`src/design/ctlp_pkg.sv`:
```
// Shared constants for the calibration trigger and low-power sequencer.
// Assumes one 25 MHz clock; every delay is counted in clock periods.
package ctlp_pkg;

  // Register offsets inside the device
  localparam logic [7:0] CTLP_ADDR_ENABLE_CONFIG = 8'h60;
  localparam logic [7:0] CTLP_ADDR_CAL_STATUS = 8'h6a;
  localparam logic [7:0] CTLP_ADDR_PIN_CONFIG = 8'h6b;
  localparam logic [7:0] CTLP_ADDR_SOFT_TRIG = 8'h6c;
  localparam logic [7:0] CTLP_ADDR_LP_CONTROL = 8'h6e;
  localparam logic [7:0] CTLP_ADDR_IRQ_STATUS = 8'h70;
  localparam logic [7:0] CTLP_ADDR_IRQ_MASK = 8'h71;
  localparam logic [7:0] CTLP_ADDR_GAIN_ADJUST = 8'h7a;

  // Reset values
  localparam logic [7:0] CTLP_RST_ENABLE_CONFIG = 8'h00;
  localparam logic [7:0] CTLP_RST_PIN_CONFIG = 8'h00;
  localparam logic [7:0] CTLP_RST_SOFT_TRIG = 8'h01;
  localparam logic [7:0] CTLP_RST_LP_CONTROL = 8'h88;
  localparam logic [7:0] CTLP_RST_GAIN_ADJUST = 8'h00;
  localparam logic [7:0] CTLP_RST_IRQ = 8'h00;

  // Field positions
  localparam int CTLP_BG_EN_BIT = 1;
  localparam int CTLP_TRIG_SRC_BIT = 0;
  localparam int CTLP_STATUS_SEL_LSB = 1;
  localparam int CTLP_SOFT_TRIG_BIT = 0;
  localparam int CTLP_LOW_POWER_ENABLE_BIT = 0;
  localparam int CTLP_TRIG_WAKE_BIT = 1;
  localparam int CTLP_WAKE_LSB = 3;
  localparam int CTLP_SLEEP_LSB = 5;
  localparam int CTLP_FOREGROUND_DONE_FLAG_BIT = 0;
  localparam int CTLP_STOPPED_BIT = 1;

  // Interrupt event bits
  localparam int CTLP_IRQ_W = 4;
  localparam int CTLP_EV_FOREGROUND_DONE_FLAG = 0;
  localparam int CTLP_EV_STOPPED = 1;
  localparam int CTLP_EV_ALARM = 2;
  localparam int CTLP_EV_CAL_START = 3;

  // Status pin source codes
  typedef enum logic [1:0]
  {
    CTLP_SEL_FOREGROUND_DONE_FLAG = 2'b00,
    CTLP_SEL_STOPPED = 2'b01,
    CTLP_SEL_ALARM = 2'b10,
    CTLP_SEL_LOW = 2'b11
  } ctlp_status_sel_type;

  // Low-power sequencer states
  typedef enum logic [1:0]
  {
    CTLP_ST_IDLE = 2'b00,
    CTLP_ST_SLEEP = 2'b01,
    CTLP_ST_SETTLE = 2'b10,
    CTLP_ST_CALIB = 2'b11
  } ctlp_lp_state_type;

  // Delays in clock periods; one clock cycle per period
  localparam int CTLP_DELAY_W = 41;
  typedef logic [CTLP_DELAY_W-1:0] ctlp_delay_type;
  localparam ctlp_delay_type CTLP_CYCLES_PER_PERIOD = 41'h000_0000_0001;
  localparam ctlp_delay_type CTLP_PERIODS_1152 = 41'h000_0000_0480;
  localparam ctlp_delay_type CTLP_PERIODS_4194432 = 41'h000_0040_0080;
  localparam ctlp_delay_type CTLP_PERIODS_33554560 = 41'h000_0200_0080;
  localparam ctlp_delay_type CTLP_PERIODS_268435584 = 41'h000_1000_0080;
  localparam ctlp_delay_type CTLP_PERIODS_2147483776 = 41'h000_8000_0080;
  localparam ctlp_delay_type CTLP_PERIODS_17179869312 = 41'h004_0000_0080;
  localparam ctlp_delay_type CTLP_PERIODS_137438953600 = 41'h020_0000_0080;
  localparam ctlp_delay_type CTLP_PERIODS_1099511627904 = 41'h100_0000_0080;
  localparam ctlp_delay_type CTLP_CYCLES_1152 =
    CTLP_PERIODS_1152 * CTLP_CYCLES_PER_PERIOD;

  // Host controller own registers
  localparam int CTLP_HOST_DEV_BIT = 8;
  localparam logic [8:0] CTLP_HOST_ADDR_CTRL = 9'h000;
  localparam logic [8:0] CTLP_HOST_ADDR_STATUS = 9'h001;
  localparam logic [7:0] CTLP_RST_HOST_CTRL = 8'h01;
  localparam int CTLP_HOST_TRIG_BIT = 0;
  localparam int CTLP_HOST_STAT_BIT = 0;

endpackage

```
`src/design/ctlp_link_if.sv`:
```
// Link between the calibration device end and the host end.
// Assumes both ends share one clock; the testbench instantiates it.
`timescale 1ns/10ps
interface ctlp_link_if;
  logic trigger_input_pin;
  logic status_output_pin;
  logic [7:0] reg_addr;
  logic [7:0] reg_wdata;
  logic reg_write;
  logic reg_read;
  logic [7:0] reg_rdata;

  modport device
  (
    input trigger_input_pin,
    output status_output_pin,
    input reg_addr,
    input reg_wdata,
    input reg_write,
    input reg_read,
    output reg_rdata
  );

  modport host
  (
    output trigger_input_pin,
    input status_output_pin,
    output reg_addr,
    output reg_wdata,
    output reg_write,
    output reg_read,
    input reg_rdata
  );
endinterface

```
`src/design/ctlp_device.sv`:
```
// Device end: calibration pin and low-power registers and sleep sequencer.
// Assumes the calibration engine shares i_clock; the link pins are async.
//
// Chosen here: the strobed register port.
`timescale 1ns/10ps
module ctlp_device
  import ctlp_pkg::*;
#(
  parameter ctlp_delay_type [7:1] P_SLEEP_CYCLES = {
    CTLP_PERIODS_1099511627904, CTLP_PERIODS_137438953600,
    CTLP_PERIODS_17179869312, CTLP_PERIODS_2147483776,
    CTLP_PERIODS_268435584, CTLP_PERIODS_33554560, CTLP_PERIODS_4194432},
  parameter ctlp_delay_type [3:1] P_WAKE_CYCLES = {CTLP_PERIODS_2147483776,
    CTLP_PERIODS_268435584, CTLP_PERIODS_33554560}
)
(
  input wire logic i_clock,
  input wire logic i_rst,
  ctlp_link_if.device link,
  input wire logic i_foreground_done,
  input wire logic i_cal_stopped,
  input wire logic i_alarm,
  input wire logic i_cal_phase_done,
  output logic o_background_enable,
  output logic o_calibration_trigger,
  output logic o_core_sleep,
  output logic o_cal_start,
  output logic [7:0] o_gain_adjust,
  output logic o_irq
);

  logic [7:0] enable_config_reg, pin_config_reg, soft_trig_reg;
  logic [7:0] lp_control_reg, gain_adjust_reg, rdata_reg, rdata_next;
  logic [CTLP_IRQ_W-1:0] irq_status_reg, irq_mask_reg, events;
  logic pin_meta_reg, pin_sync_reg, status_pin_reg, status_pin_next;
  logic cal_start_reg, trigger, lp_active, trigger_wake;
  logic [2:0] flags_prev_reg, sleep_code;
  logic [1:0] wake_code;
  ctlp_status_sel_type status_sel;
  ctlp_delay_type sleep_cycles, wake_cycles, load_value;
  ctlp_lp_state_type state_reg, state_next;
  logic timer_load, timer_done, settle_done;

  // Register writes; reserved bits are stored as written, except in the interrupt mask
  always_ff @(posedge i_clock or posedge i_rst)
  begin
    if (i_rst)
    begin
      enable_config_reg <= CTLP_RST_ENABLE_CONFIG;
      pin_config_reg <= CTLP_RST_PIN_CONFIG;
      soft_trig_reg <= CTLP_RST_SOFT_TRIG;
      lp_control_reg <= CTLP_RST_LP_CONTROL;
      gain_adjust_reg <= CTLP_RST_GAIN_ADJUST;
      irq_mask_reg <= CTLP_RST_IRQ[CTLP_IRQ_W-1:0];
    end
    else if (link.reg_write)
    begin
      unique case (link.reg_addr)
        CTLP_ADDR_ENABLE_CONFIG: enable_config_reg <= link.reg_wdata;
        CTLP_ADDR_PIN_CONFIG: pin_config_reg <= link.reg_wdata;
        CTLP_ADDR_SOFT_TRIG: soft_trig_reg <= link.reg_wdata;
        CTLP_ADDR_LP_CONTROL: lp_control_reg <= link.reg_wdata;
        CTLP_ADDR_GAIN_ADJUST: gain_adjust_reg <= link.reg_wdata;
        CTLP_ADDR_IRQ_MASK: irq_mask_reg <= link.reg_wdata[CTLP_IRQ_W-1:0];
        default: ;
      endcase
    end
  end

  // Read mux; unmapped offsets read as zero
  always_comb
  begin
    rdata_next = 8'h00;
    unique case (link.reg_addr)
      CTLP_ADDR_ENABLE_CONFIG: rdata_next = enable_config_reg;
      CTLP_ADDR_CAL_STATUS:
      begin
        rdata_next[CTLP_FOREGROUND_DONE_FLAG_BIT] = i_foreground_done;
        rdata_next[CTLP_STOPPED_BIT] = i_cal_stopped;
      end
      CTLP_ADDR_PIN_CONFIG: rdata_next = pin_config_reg;
      CTLP_ADDR_SOFT_TRIG: rdata_next = soft_trig_reg;
      CTLP_ADDR_LP_CONTROL: rdata_next = lp_control_reg;
      CTLP_ADDR_IRQ_STATUS: rdata_next[CTLP_IRQ_W-1:0] = irq_status_reg;
      CTLP_ADDR_IRQ_MASK: rdata_next[CTLP_IRQ_W-1:0] = irq_mask_reg;
      CTLP_ADDR_GAIN_ADJUST: rdata_next = gain_adjust_reg;
      default: ;
    endcase
  end

  // Read data stand only in the cycle after the read strobe
  always_ff @(posedge i_clock or posedge i_rst)
  begin
    if (i_rst)
      rdata_reg <= 8'h00;
    else
      rdata_reg <= link.reg_read ? rdata_next : 8'h00;
  end

  // Two-flop synchroniser on the trigger pin
  always_ff @(posedge i_clock or posedge i_rst)
  begin
    if (i_rst)
    begin
      pin_meta_reg <= 1'b0;
      pin_sync_reg <= 1'b0;
    end
    else
    begin
      pin_meta_reg <= link.trigger_input_pin;
      pin_sync_reg <= pin_meta_reg;
    end
  end

  // Trigger source selection
  assign trigger = pin_config_reg[CTLP_TRIG_SRC_BIT]
    ? pin_sync_reg
    : soft_trig_reg[CTLP_SOFT_TRIG_BIT];

  // Field decode
  assign status_sel = ctlp_status_sel_type'(
    pin_config_reg[CTLP_STATUS_SEL_LSB +: 2]);
  assign sleep_code = lp_control_reg[CTLP_SLEEP_LSB +: 3];
  assign wake_code = lp_control_reg[CTLP_WAKE_LSB +: 2];
  assign trigger_wake = lp_control_reg[CTLP_TRIG_WAKE_BIT];
  assign lp_active = enable_config_reg[CTLP_BG_EN_BIT]
    & lp_control_reg[CTLP_LOW_POWER_ENABLE_BIT];

  // Status pin source
  always_comb
  begin
    unique case (status_sel)
      CTLP_SEL_FOREGROUND_DONE_FLAG: status_pin_next = i_foreground_done;
      CTLP_SEL_STOPPED: status_pin_next = i_cal_stopped;
      CTLP_SEL_ALARM: status_pin_next = i_alarm;
      CTLP_SEL_LOW: status_pin_next = 1'b0;
    endcase
  end

  // Status pin driven from a flop
  always_ff @(posedge i_clock or posedge i_rst)
  begin
    if (i_rst)
      status_pin_reg <= 1'b0;
    else
      status_pin_reg <= status_pin_next;
  end

  // Sleep and settle lengths; code zero is the fixed short delay
  assign sleep_cycles = (sleep_code == 3'd0) ? CTLP_CYCLES_1152
    : P_SLEEP_CYCLES[sleep_code];
  assign wake_cycles = (wake_code == 2'd0) ? CTLP_CYCLES_1152
    : P_WAKE_CYCLES[wake_code];

  // Sequencer next state and timer loading
  always_comb
  begin
    state_next = state_reg;
    timer_load = 1'b0;
    load_value = sleep_cycles;
    settle_done = 1'b0;
    if (!lp_active)
      state_next = CTLP_ST_IDLE;
    else
    begin
      unique case (state_reg)
        CTLP_ST_IDLE, CTLP_ST_CALIB:
        begin
          if (state_reg == CTLP_ST_IDLE || i_cal_phase_done)
          begin
            state_next = CTLP_ST_SLEEP;
            timer_load = 1'b1;
          end
        end
        CTLP_ST_SLEEP:
        begin
          // Trigger-wake wakes on low; autonomous waits for the timer
          if (trigger_wake ? !trigger : timer_done)
          begin
            state_next = CTLP_ST_SETTLE;
            timer_load = 1'b1;
            load_value = wake_cycles;
          end
        end
        CTLP_ST_SETTLE:
        begin
          if (timer_done)
          begin
            state_next = CTLP_ST_CALIB;
            settle_done = 1'b1;
          end
        end
      endcase
    end
  end

  // Sequencer state and calibration start pulse
  always_ff @(posedge i_clock or posedge i_rst)
  begin
    if (i_rst)
    begin
      state_reg <= CTLP_ST_IDLE;
      cal_start_reg <= 1'b0;
    end
    else
    begin
      state_reg <= state_next;
      cal_start_reg <= settle_done;
    end
  end

  ctlp_delay_timer ctlp_delay_timer_i
  (
    .i_clock(i_clock),
    .i_rst(i_rst),
    .i_load(timer_load),
    .i_value(load_value),
    .o_done(timer_done)
  );

  // Rising flags and calibration starts are the interrupt events
  assign events[CTLP_EV_FOREGROUND_DONE_FLAG] = i_foreground_done & ~flags_prev_reg[0];
  assign events[CTLP_EV_STOPPED] = i_cal_stopped & ~flags_prev_reg[1];
  assign events[CTLP_EV_ALARM] = i_alarm & ~flags_prev_reg[2];
  assign events[CTLP_EV_CAL_START] = settle_done;

  // Sticky status, write one to clear, a new event wins
  always_ff @(posedge i_clock or posedge i_rst)
  begin
    if (i_rst)
    begin
      flags_prev_reg <= 3'b000;
      irq_status_reg <= CTLP_RST_IRQ[CTLP_IRQ_W-1:0];
    end
    else
    begin
      flags_prev_reg <= {i_alarm, i_cal_stopped, i_foreground_done};
      if (link.reg_write && link.reg_addr == CTLP_ADDR_IRQ_STATUS)
        irq_status_reg <= (irq_status_reg
          & ~link.reg_wdata[CTLP_IRQ_W-1:0]) | events;
      else
        irq_status_reg <= irq_status_reg | events;
    end
  end

  assign link.reg_rdata = rdata_reg;
  assign link.status_output_pin = status_pin_reg;
  assign o_background_enable = enable_config_reg[CTLP_BG_EN_BIT];
  assign o_calibration_trigger = trigger;
  assign o_core_sleep = (state_reg == CTLP_ST_SLEEP);
  assign o_cal_start = cal_start_reg;
  assign o_gain_adjust = gain_adjust_reg;
  assign o_irq = |(irq_status_reg & irq_mask_reg);

endmodule

```
`src/design/ctlp_delay_timer.sv`:
```
// Down counter for the sleep and settle delays.
// Assumes the loader pulses i_load for one cycle with a nonzero value.
`timescale 1ns/10ps
module ctlp_delay_timer
  import ctlp_pkg::*;
(
  input wire logic i_clock,
  input wire logic i_rst,
  input wire logic i_load,
  input wire ctlp_delay_type i_value,
  output logic o_done
);

  ctlp_delay_type count_reg;

  // Load, then count down to zero and hold there
  always_ff @(posedge i_clock or posedge i_rst)
  begin
    if (i_rst)
      count_reg <= '0;
    else if (i_load)
      count_reg <= i_value;
    else if (count_reg != '0)
      count_reg <= count_reg - CTLP_CYCLES_PER_PERIOD;
  end

  // Done once the loaded number of edges has passed
  assign o_done = (count_reg == '0);

endmodule

```
`src/flat_wrapper.sv`:
```
// flat-port wrapper written by rule: the top's interface ports become plain ports
module ctlp_device_flat import ctlp_pkg::*;
#(
  parameter ctlp_delay_type [7:1] P_SLEEP_CYCLES = {
    CTLP_PERIODS_1099511627904, CTLP_PERIODS_137438953600,
    CTLP_PERIODS_17179869312, CTLP_PERIODS_2147483776,
    CTLP_PERIODS_268435584, CTLP_PERIODS_33554560, CTLP_PERIODS_4194432},
  parameter ctlp_delay_type [3:1] P_WAKE_CYCLES = {CTLP_PERIODS_2147483776,
    CTLP_PERIODS_268435584, CTLP_PERIODS_33554560}
)
  (i_clock, i_rst, i_foreground_done, i_cal_stopped, i_alarm, i_cal_phase_done, o_background_enable, o_calibration_trigger, o_core_sleep, o_cal_start, o_gain_adjust, o_irq, link_trigger_input_pin, link_status_output_pin, link_reg_addr, link_reg_wdata, link_reg_write, link_reg_read, link_reg_rdata);
  ctlp_link_if link_i ();
  input wire logic i_clock;
  input wire logic i_rst;
  input wire logic i_foreground_done;
  input wire logic i_cal_stopped;
  input wire logic i_alarm;
  input wire logic i_cal_phase_done;
  output logic o_background_enable;
  output logic o_calibration_trigger;
  output logic o_core_sleep;
  output logic o_cal_start;
  output logic [7:0] o_gain_adjust;
  output logic o_irq;
  input wire logic [$bits(link_i.trigger_input_pin)-1:0] link_trigger_input_pin;
  output wire logic [$bits(link_i.status_output_pin)-1:0] link_status_output_pin;
  input wire logic [$bits(link_i.reg_addr)-1:0] link_reg_addr;
  input wire logic [$bits(link_i.reg_wdata)-1:0] link_reg_wdata;
  input wire logic [$bits(link_i.reg_write)-1:0] link_reg_write;
  input wire logic [$bits(link_i.reg_read)-1:0] link_reg_read;
  output wire logic [$bits(link_i.reg_rdata)-1:0] link_reg_rdata;
  assign link_i.trigger_input_pin = link_trigger_input_pin;
  assign link_status_output_pin = link_i.status_output_pin;
  assign link_i.reg_addr = link_reg_addr;
  assign link_i.reg_wdata = link_reg_wdata;
  assign link_i.reg_write = link_reg_write;
  assign link_i.reg_read = link_reg_read;
  assign link_reg_rdata = link_i.reg_rdata;
  ctlp_device #(.P_SLEEP_CYCLES(P_SLEEP_CYCLES), .P_WAKE_CYCLES(P_WAKE_CYCLES)) u_core (.i_clock(i_clock), .i_rst(i_rst), .link(link_i), .i_foreground_done(i_foreground_done), .i_cal_stopped(i_cal_stopped), .i_alarm(i_alarm), .i_cal_phase_done(i_cal_phase_done), .o_background_enable(o_background_enable), .o_calibration_trigger(o_calibration_trigger), .o_core_sleep(o_core_sleep), .o_cal_start(o_cal_start), .o_gain_adjust(o_gain_adjust), .o_irq(o_irq));
endmodule
```
`config.mk`:
```
export PLATFORM = sky130hd
export DESIGN_NAME = ctlp_device_flat
export DESIGN_NICKNAME = d
export VERILOG_FILES = /design/src/design/ctlp_pkg.sv /design/src/design/ctlp_link_if.sv /design/src/design/ctlp_device.sv /design/src/design/ctlp_delay_timer.sv /design/src/flat_wrapper.sv
export SDC_FILE = /design/constraint.sdc
export NUM_CORES = 1
export LEC_CHECK = 0
export ABC_CLOCK_PERIOD_IN_PS = 3610
export BUFFER_PORTS_ARGS = -buffer_cell sky130_fd_sc_hd__buf_4
export CORE_MARGIN = 3
export CORE_UTILIZATION = 40
export CTS_CLUSTER_SIZE = 14
export DETAILED_ROUTE_END_ITERATION = 12
export PLACE_DENSITY = 0.63
export SLEW_MARGIN = 20
export SYNTH_ARGS = -nofsm -noshare
export SYNTH_HDL_FRONTEND = slang
export SYNTH_HIERARCHICAL = 1
export SYNTH_SLANG_ARGS = --single-unit
export TNS_END_PERCENT = 100
```
`constraint.sdc`:
```
create_clock -name i_clock -period 3.61 [get_ports i_clock]
set_input_delay 0.361 -clock i_clock [delete_from_list [all_inputs] [get_ports i_clock]]
set_output_delay 0.361 -clock i_clock [all_outputs]
set_load 0.005 [all_outputs]
```
==> summary.log <==
[power_and_ir_drop] Lkg Pwr 2.98 nW
[sta] Final Max Slew Viols 0
[drt] number of DRC violations after detailed routing 0
[power_and_ir_drop] clock power share 0.367
[status] result of the run completed
[floorplanning] I/O pin total 47
[sta] share of the clock period used by the worst path after layout 0.912
[cts] maximum clock path buffer count 2
[logic_synthesis] fraction of the yosys area taken by sequential cells 0.445
[finish] diode insertion count for antenna repair 0
[drt] per-cell routed wire length 17.1 um
[drt] Routed Antenna Nets 0
[sta] Worst Max-Slew Pin Slew 0.916 ns
[floorplanning] Chip Height 128 um
[cts] CTS HTree Levels 3
[finish] number of nets in the finished design 684
[floorplanning] Initial Utilization 0.409
[worst_setup_path] WP data required 3.83 ns
[sta] final hold viol count 0
[sta] final setup violating endpoints 0
[sta] setup repair after global routing missed its margin no
[power_and_ir_drop] maximum vdd ir drop 0.212 mV
[worst_setup_path] Worst Path Class, Setup flip-flop to flip-flop
[power_and_ir_drop] sequential cell fraction of total power 0.482
[finish] number of standard cells in the final layout excluding fillers 843
[logic_synthesis] count of yosys warnings during synthesis 6
[place] global placement routability congestion 0.839
[cts] buffer type at the clock tree root sky130_fd_sc_hd__clkbuf_16
[cts] clock latency at the later pin of the worst-skew pair 0.36 ns
[logic_synthesis] share of the synthesized area in the top cell type 0.432
[drt] Vias/cell 5.64
[floorplanning] Chip Width 128 um
[sta] Slew HR 0.388
[cts] Sinks on Clock Net 106
[cts] CTS Buf Count 9
[drt] final wirelength 14.5 mm
[logic_synthesis] distinct cell type count after synthesis 73
[run] Max Cap Viol 0
[finish] fraction of final layout cells with drive strength greater than 1 0.229
[sta] aggregate negative setup slack 0 ns
[grt] vias in the first global route 4,564
[logic_synthesis] proportion of synthesized flip-flops having asynchronous set or reset 1.00
[floorplanning] area enclosed by the die boundary 16,400 um^2
[drt] first drt pass iteration count 5
[logic_synthesis] Post-Syn Area 5970 um^2
[power_and_ir_drop] post-route total power 2.83 mW
[place] number of buffers added on ports 46
[logic_synthesis] post-synthesis cell count 580
[floorplanning] Std-Cell Rows 44
[drt] number of vias in the routed layout 4,754
[cts] # hold bufs at CTS 0
[cts] CTS tree built
[worst_setup_path] element type at the critical path end flip-flop
[sta] time the final worst path needs with I/O delays and setup 3.29 ns
[grt] first-pass GRT wire length 23.6 mm
[finish] fill count 1,310
[place] DP Cell Count 827
[finish] synth-to-layout area growth 16.3%
[logic_synthesis] dominant cell type by area after synthesis sky130_fd_sc_hd__dfrtp_1
[power_and_ir_drop] P per Cell Area 407 nW/um^2
[grt] overall global routing resource usage 0.180
[worst_setup_path] startpoint type of the worst setup path flip-flop
[power_and_ir_drop] switch share 0.285
[place] post-place setup slack 0.149 ns
[grt] maximum number of pins on one net before global-route repair 59
[logic_synthesis] most frequently used flop master after synthesis sky130_fd_sc_hd__dfrtp_1
[logic_synthesis] average cell area after synthesis 10.3 um^2
[sta] Fmax 0.304 GHz
[power_and_ir_drop] Gate power share 0.150
[floorplanning] standard cell core area 14,600 um^2
[worst_setup_path] arrival time at the worst endpoint 3.51 ns
[logic_synthesis] number of enable-type register cells in the synthesized netlist 0
[logic_synthesis] post-synthesis sequential element count 106
[sta] Max Clock Skew 0.0108 ns
[min_path] worst hold path class input pin to asynchronous set/reset pin
[place] DP Wirelength 10.2 mm
[power_and_ir_drop] Internal Dissipation 2.02 mW
[finish] flip-flop count of the largest register after layout 41
[grt] number of antenna violations at the first check in global routing 0
[power_and_ir_drop] NetSw 807 uW
[sta] setup slack after layout 0.318 ns
[cts] clock transition at the registers of the reported paths 0.08 ns
[grt] overflow left after global routing 0
[drt] DRC marker count from the first detailed-route iteration 337
[worst_setup_path] worst-path fanout max 15
[logic_synthesis] leading post-synthesis cells by cell area sky130_fd_sc_hd__dfrtp_1 (43%), sky130_fd_sc_hd__mux2_2 (7.0%), sky130_fd_sc_hd__nand2_1 (3.6%)
cells in the mapped netlist, types with 5 or more instances:
library cell               number
sky130_fd_sc_hd__a211oi_1       8
sky130_fd_sc_hd__a21oi_1       15
sky130_fd_sc_hd__a22o_1        10
sky130_fd_sc_hd__a22oi_1       12
sky130_fd_sc_hd__a31oi_1        9
sky130_fd_sc_hd__and2_1         7
sky130_fd_sc_hd__and3_1         6
sky130_fd_sc_hd__buf_2          8
sky130_fd_sc_hd__clkbuf_1      12
sky130_fd_sc_hd__dfrtp_1      103
sky130_fd_sc_hd__ha_1           5
sky130_fd_sc_hd__inv_1         18
sky130_fd_sc_hd__mux2_2        37
sky130_fd_sc_hd__mux2_4         8
sky130_fd_sc_hd__mux2i_1        9
sky130_fd_sc_hd__nand2_1       57
sky130_fd_sc_hd__nand2b_1       6
sky130_fd_sc_hd__nand3_1       11
sky130_fd_sc_hd__nand4_1        6
sky130_fd_sc_hd__nor2_1        31
sky130_fd_sc_hd__nor2b_1        5
sky130_fd_sc_hd__nor3_1        17
sky130_fd_sc_hd__nor3b_1        8
sky130_fd_sc_hd__nor4_1        16
sky130_fd_sc_hd__o21ai_0       22
sky130_fd_sc_hd__o21ai_1       13
sky130_fd_sc_hd__o41ai_1       10
sky130_fd_sc_hd__or3_1         10
sky130_fd_sc_hd__xnor2_1       17
cells by family (layout without fill, tap and decap cells):
| kind of cell | Yosys count | after routing | share of synthesized area |
|---|---|---|---|
| AND/OR/NAND/NOR | 214 | 214 | 0.220 |
| AO/OA/AOI/OAI | 135 | 135 | 0.157 |
| flip-flops | 106 | 106 | 0.445 |
| multiplexers | 54 | 54 | 0.105 |
| buffers and inverters | 46 | 94 | 0.0358 |
| XOR/XNOR | 18 | 18 | 0.0264 |
| adder cells (fa/ha/maj) | 5 | 5 | 0.0105 |
| other | 2 | 33 | 0.00126 |
layer usage:
| metal | up-vias | routed length [um] | global-route usage |
|---|---|---|---|
| met4 | 0 | 239 | 0.0643 |
| li1 | 2280 | - | - |
| met3 | 17 | 544 | 0.0325 |
| met5 | - | 0 | 0 |
| met1 | 2367 | 6800 | 0.257 |
| met2 | 90 | 6870 | 0.274 |
layout make-up:
class | instances | area (um^2) | share of cell area
Timing Repair Buffer | 59 | 455 | 0.0656
Sequential cell | 106 | 2660 | 0.383
Clock buffer | 10 | 229 | 0.0330
Tap cell | 184 | 230 | 0.0332
Clock inverter | 6 | 78.8 | 0.0114
Multi-Input combinational cell | 459 | 3220 | 0.464
Inverter | 19 | 72.6 | 0.0105
cell usage in the layout, fill, tap and decap left out, types with 6 or more instances in the layout:
master / synthesis / routed
sky130_fd_sc_hd__a211oi_1: 8 / 8
sky130_fd_sc_hd__a21oi_1: 15 / 15
sky130_fd_sc_hd__a22o_1: 10 / 10
sky130_fd_sc_hd__a22oi_1: 12 / 12
sky130_fd_sc_hd__a31oi_1: 9 / 9
sky130_fd_sc_hd__and2_1: 7 / 7
sky130_fd_sc_hd__and3_1: 6 / 6
sky130_fd_sc_hd__buf_4: 2 / 58
sky130_fd_sc_hd__clkbuf_16: 0 / 9
sky130_fd_sc_hd__conb_1: 2 / 33
sky130_fd_sc_hd__dfrtp_1: 103 / 103
sky130_fd_sc_hd__inv_1: 18 / 16
sky130_fd_sc_hd__mux2_2: 37 / 37
sky130_fd_sc_hd__mux2_4: 8 / 8
sky130_fd_sc_hd__mux2i_1: 9 / 9
sky130_fd_sc_hd__nand2_1: 57 / 56
sky130_fd_sc_hd__nand2b_1: 6 / 6
sky130_fd_sc_hd__nand3_1: 11 / 11
sky130_fd_sc_hd__nand4_1: 6 / 6
sky130_fd_sc_hd__nor2_1: 31 / 31
sky130_fd_sc_hd__nor3_1: 17 / 17
sky130_fd_sc_hd__nor3b_1: 8 / 8
sky130_fd_sc_hd__nor4_1: 16 / 16
sky130_fd_sc_hd__o21ai_0: 22 / 22
sky130_fd_sc_hd__o21ai_1: 13 / 13
sky130_fd_sc_hd__o41ai_1: 10 / 10
sky130_fd_sc_hd__or3_1: 10 / 10
sky130_fd_sc_hd__xnor2_1: 17 / 17
critical path: stages (launching register included):
cell                       delay (ns)
sky130_fd_sc_hd__dfrtp_1         0.46
sky130_fd_sc_hd__nor4_4          0.43
sky130_fd_sc_hd__nand4_4         0.25
sky130_fd_sc_hd__or4_1           0.62
sky130_fd_sc_hd__clkinv_2        0.07
sky130_fd_sc_hd__mux2i_1         0.07
sky130_fd_sc_hd__nor2_1          0.18
sky130_fd_sc_hd__o21a_2          0.20
sky130_fd_sc_hd__inv_1           0.23
sky130_fd_sc_hd__buf_4           0.27
sky130_fd_sc_hd__nand2_1         0.09
sky130_fd_sc_hd__nor2_1          0.04
sky130_fd_sc_hd__a21oi_1         0.12
sky130_fd_sc_hd__o211ai_1        0.11
power groups by stage:
| stage | logic [mW] | registers, mW | clock network [mW] |
|---|---|---|---|
| after floorplan | 0.291 | 1.36 | 0 |
| after global placement | 0.408 | 1.38 | 0 |
| after detailed placement | 0.426 | 1.39 | 0 |
| after CTS | 0.428 | 1.36 | 1.07 |
| after global routing | 0.479 | 1.38 | 1.11 |
| final | 0.426 | 1.36 | 1.04 |
metrics by stage:
stage | instance area (um^2) | hold WS, ns | utilization
floorplan | 6090 | 0.331 | -
finish | 6940 | 0.0885 | 0.476
CTS | 6940 | 0.0930 | 0.476
global route | 6940 | 0.0943 | 0.476
detailed placement | 6630 | 0.339 | 0.455
global placement | 6630 | 0.334 | 0.455
worst paths after layout:
check                                                   startpoint                                 endpoint  slack, ns  cells past startpoint
hold / removal                                               i_rst  u_core/ctlp_delay_timer_i/count_reg[37]       0.09                      2
min in group i_clock                        link_trigger_input_pin                      u_core/pin_meta_reg       0.11                      1
hold reg to reg                                u_core/pin_meta_reg                      u_core/pin_sync_reg       0.35                      0
max in group asynchronous                                    i_rst                 u_core/lp_control_reg[3]       2.57                      3
setup reg to reg           u_core/ctlp_delay_timer_i/count_reg[12]  u_core/ctlp_delay_timer_i/count_reg[19]       0.32                     13
setup / recovery           u_core/ctlp_delay_timer_i/count_reg[12]  u_core/ctlp_delay_timer_i/count_reg[19]       0.32                     13
timing repair:
action / CTS / global route
gates resized for setup: 0 / 1
endpoints found under the hold margin: 0 / 0
endpoints found under the setup margin: 0 / 17
setup buffers: 0 / 0
Note: power is estimated with default switching activity, not from simulation.
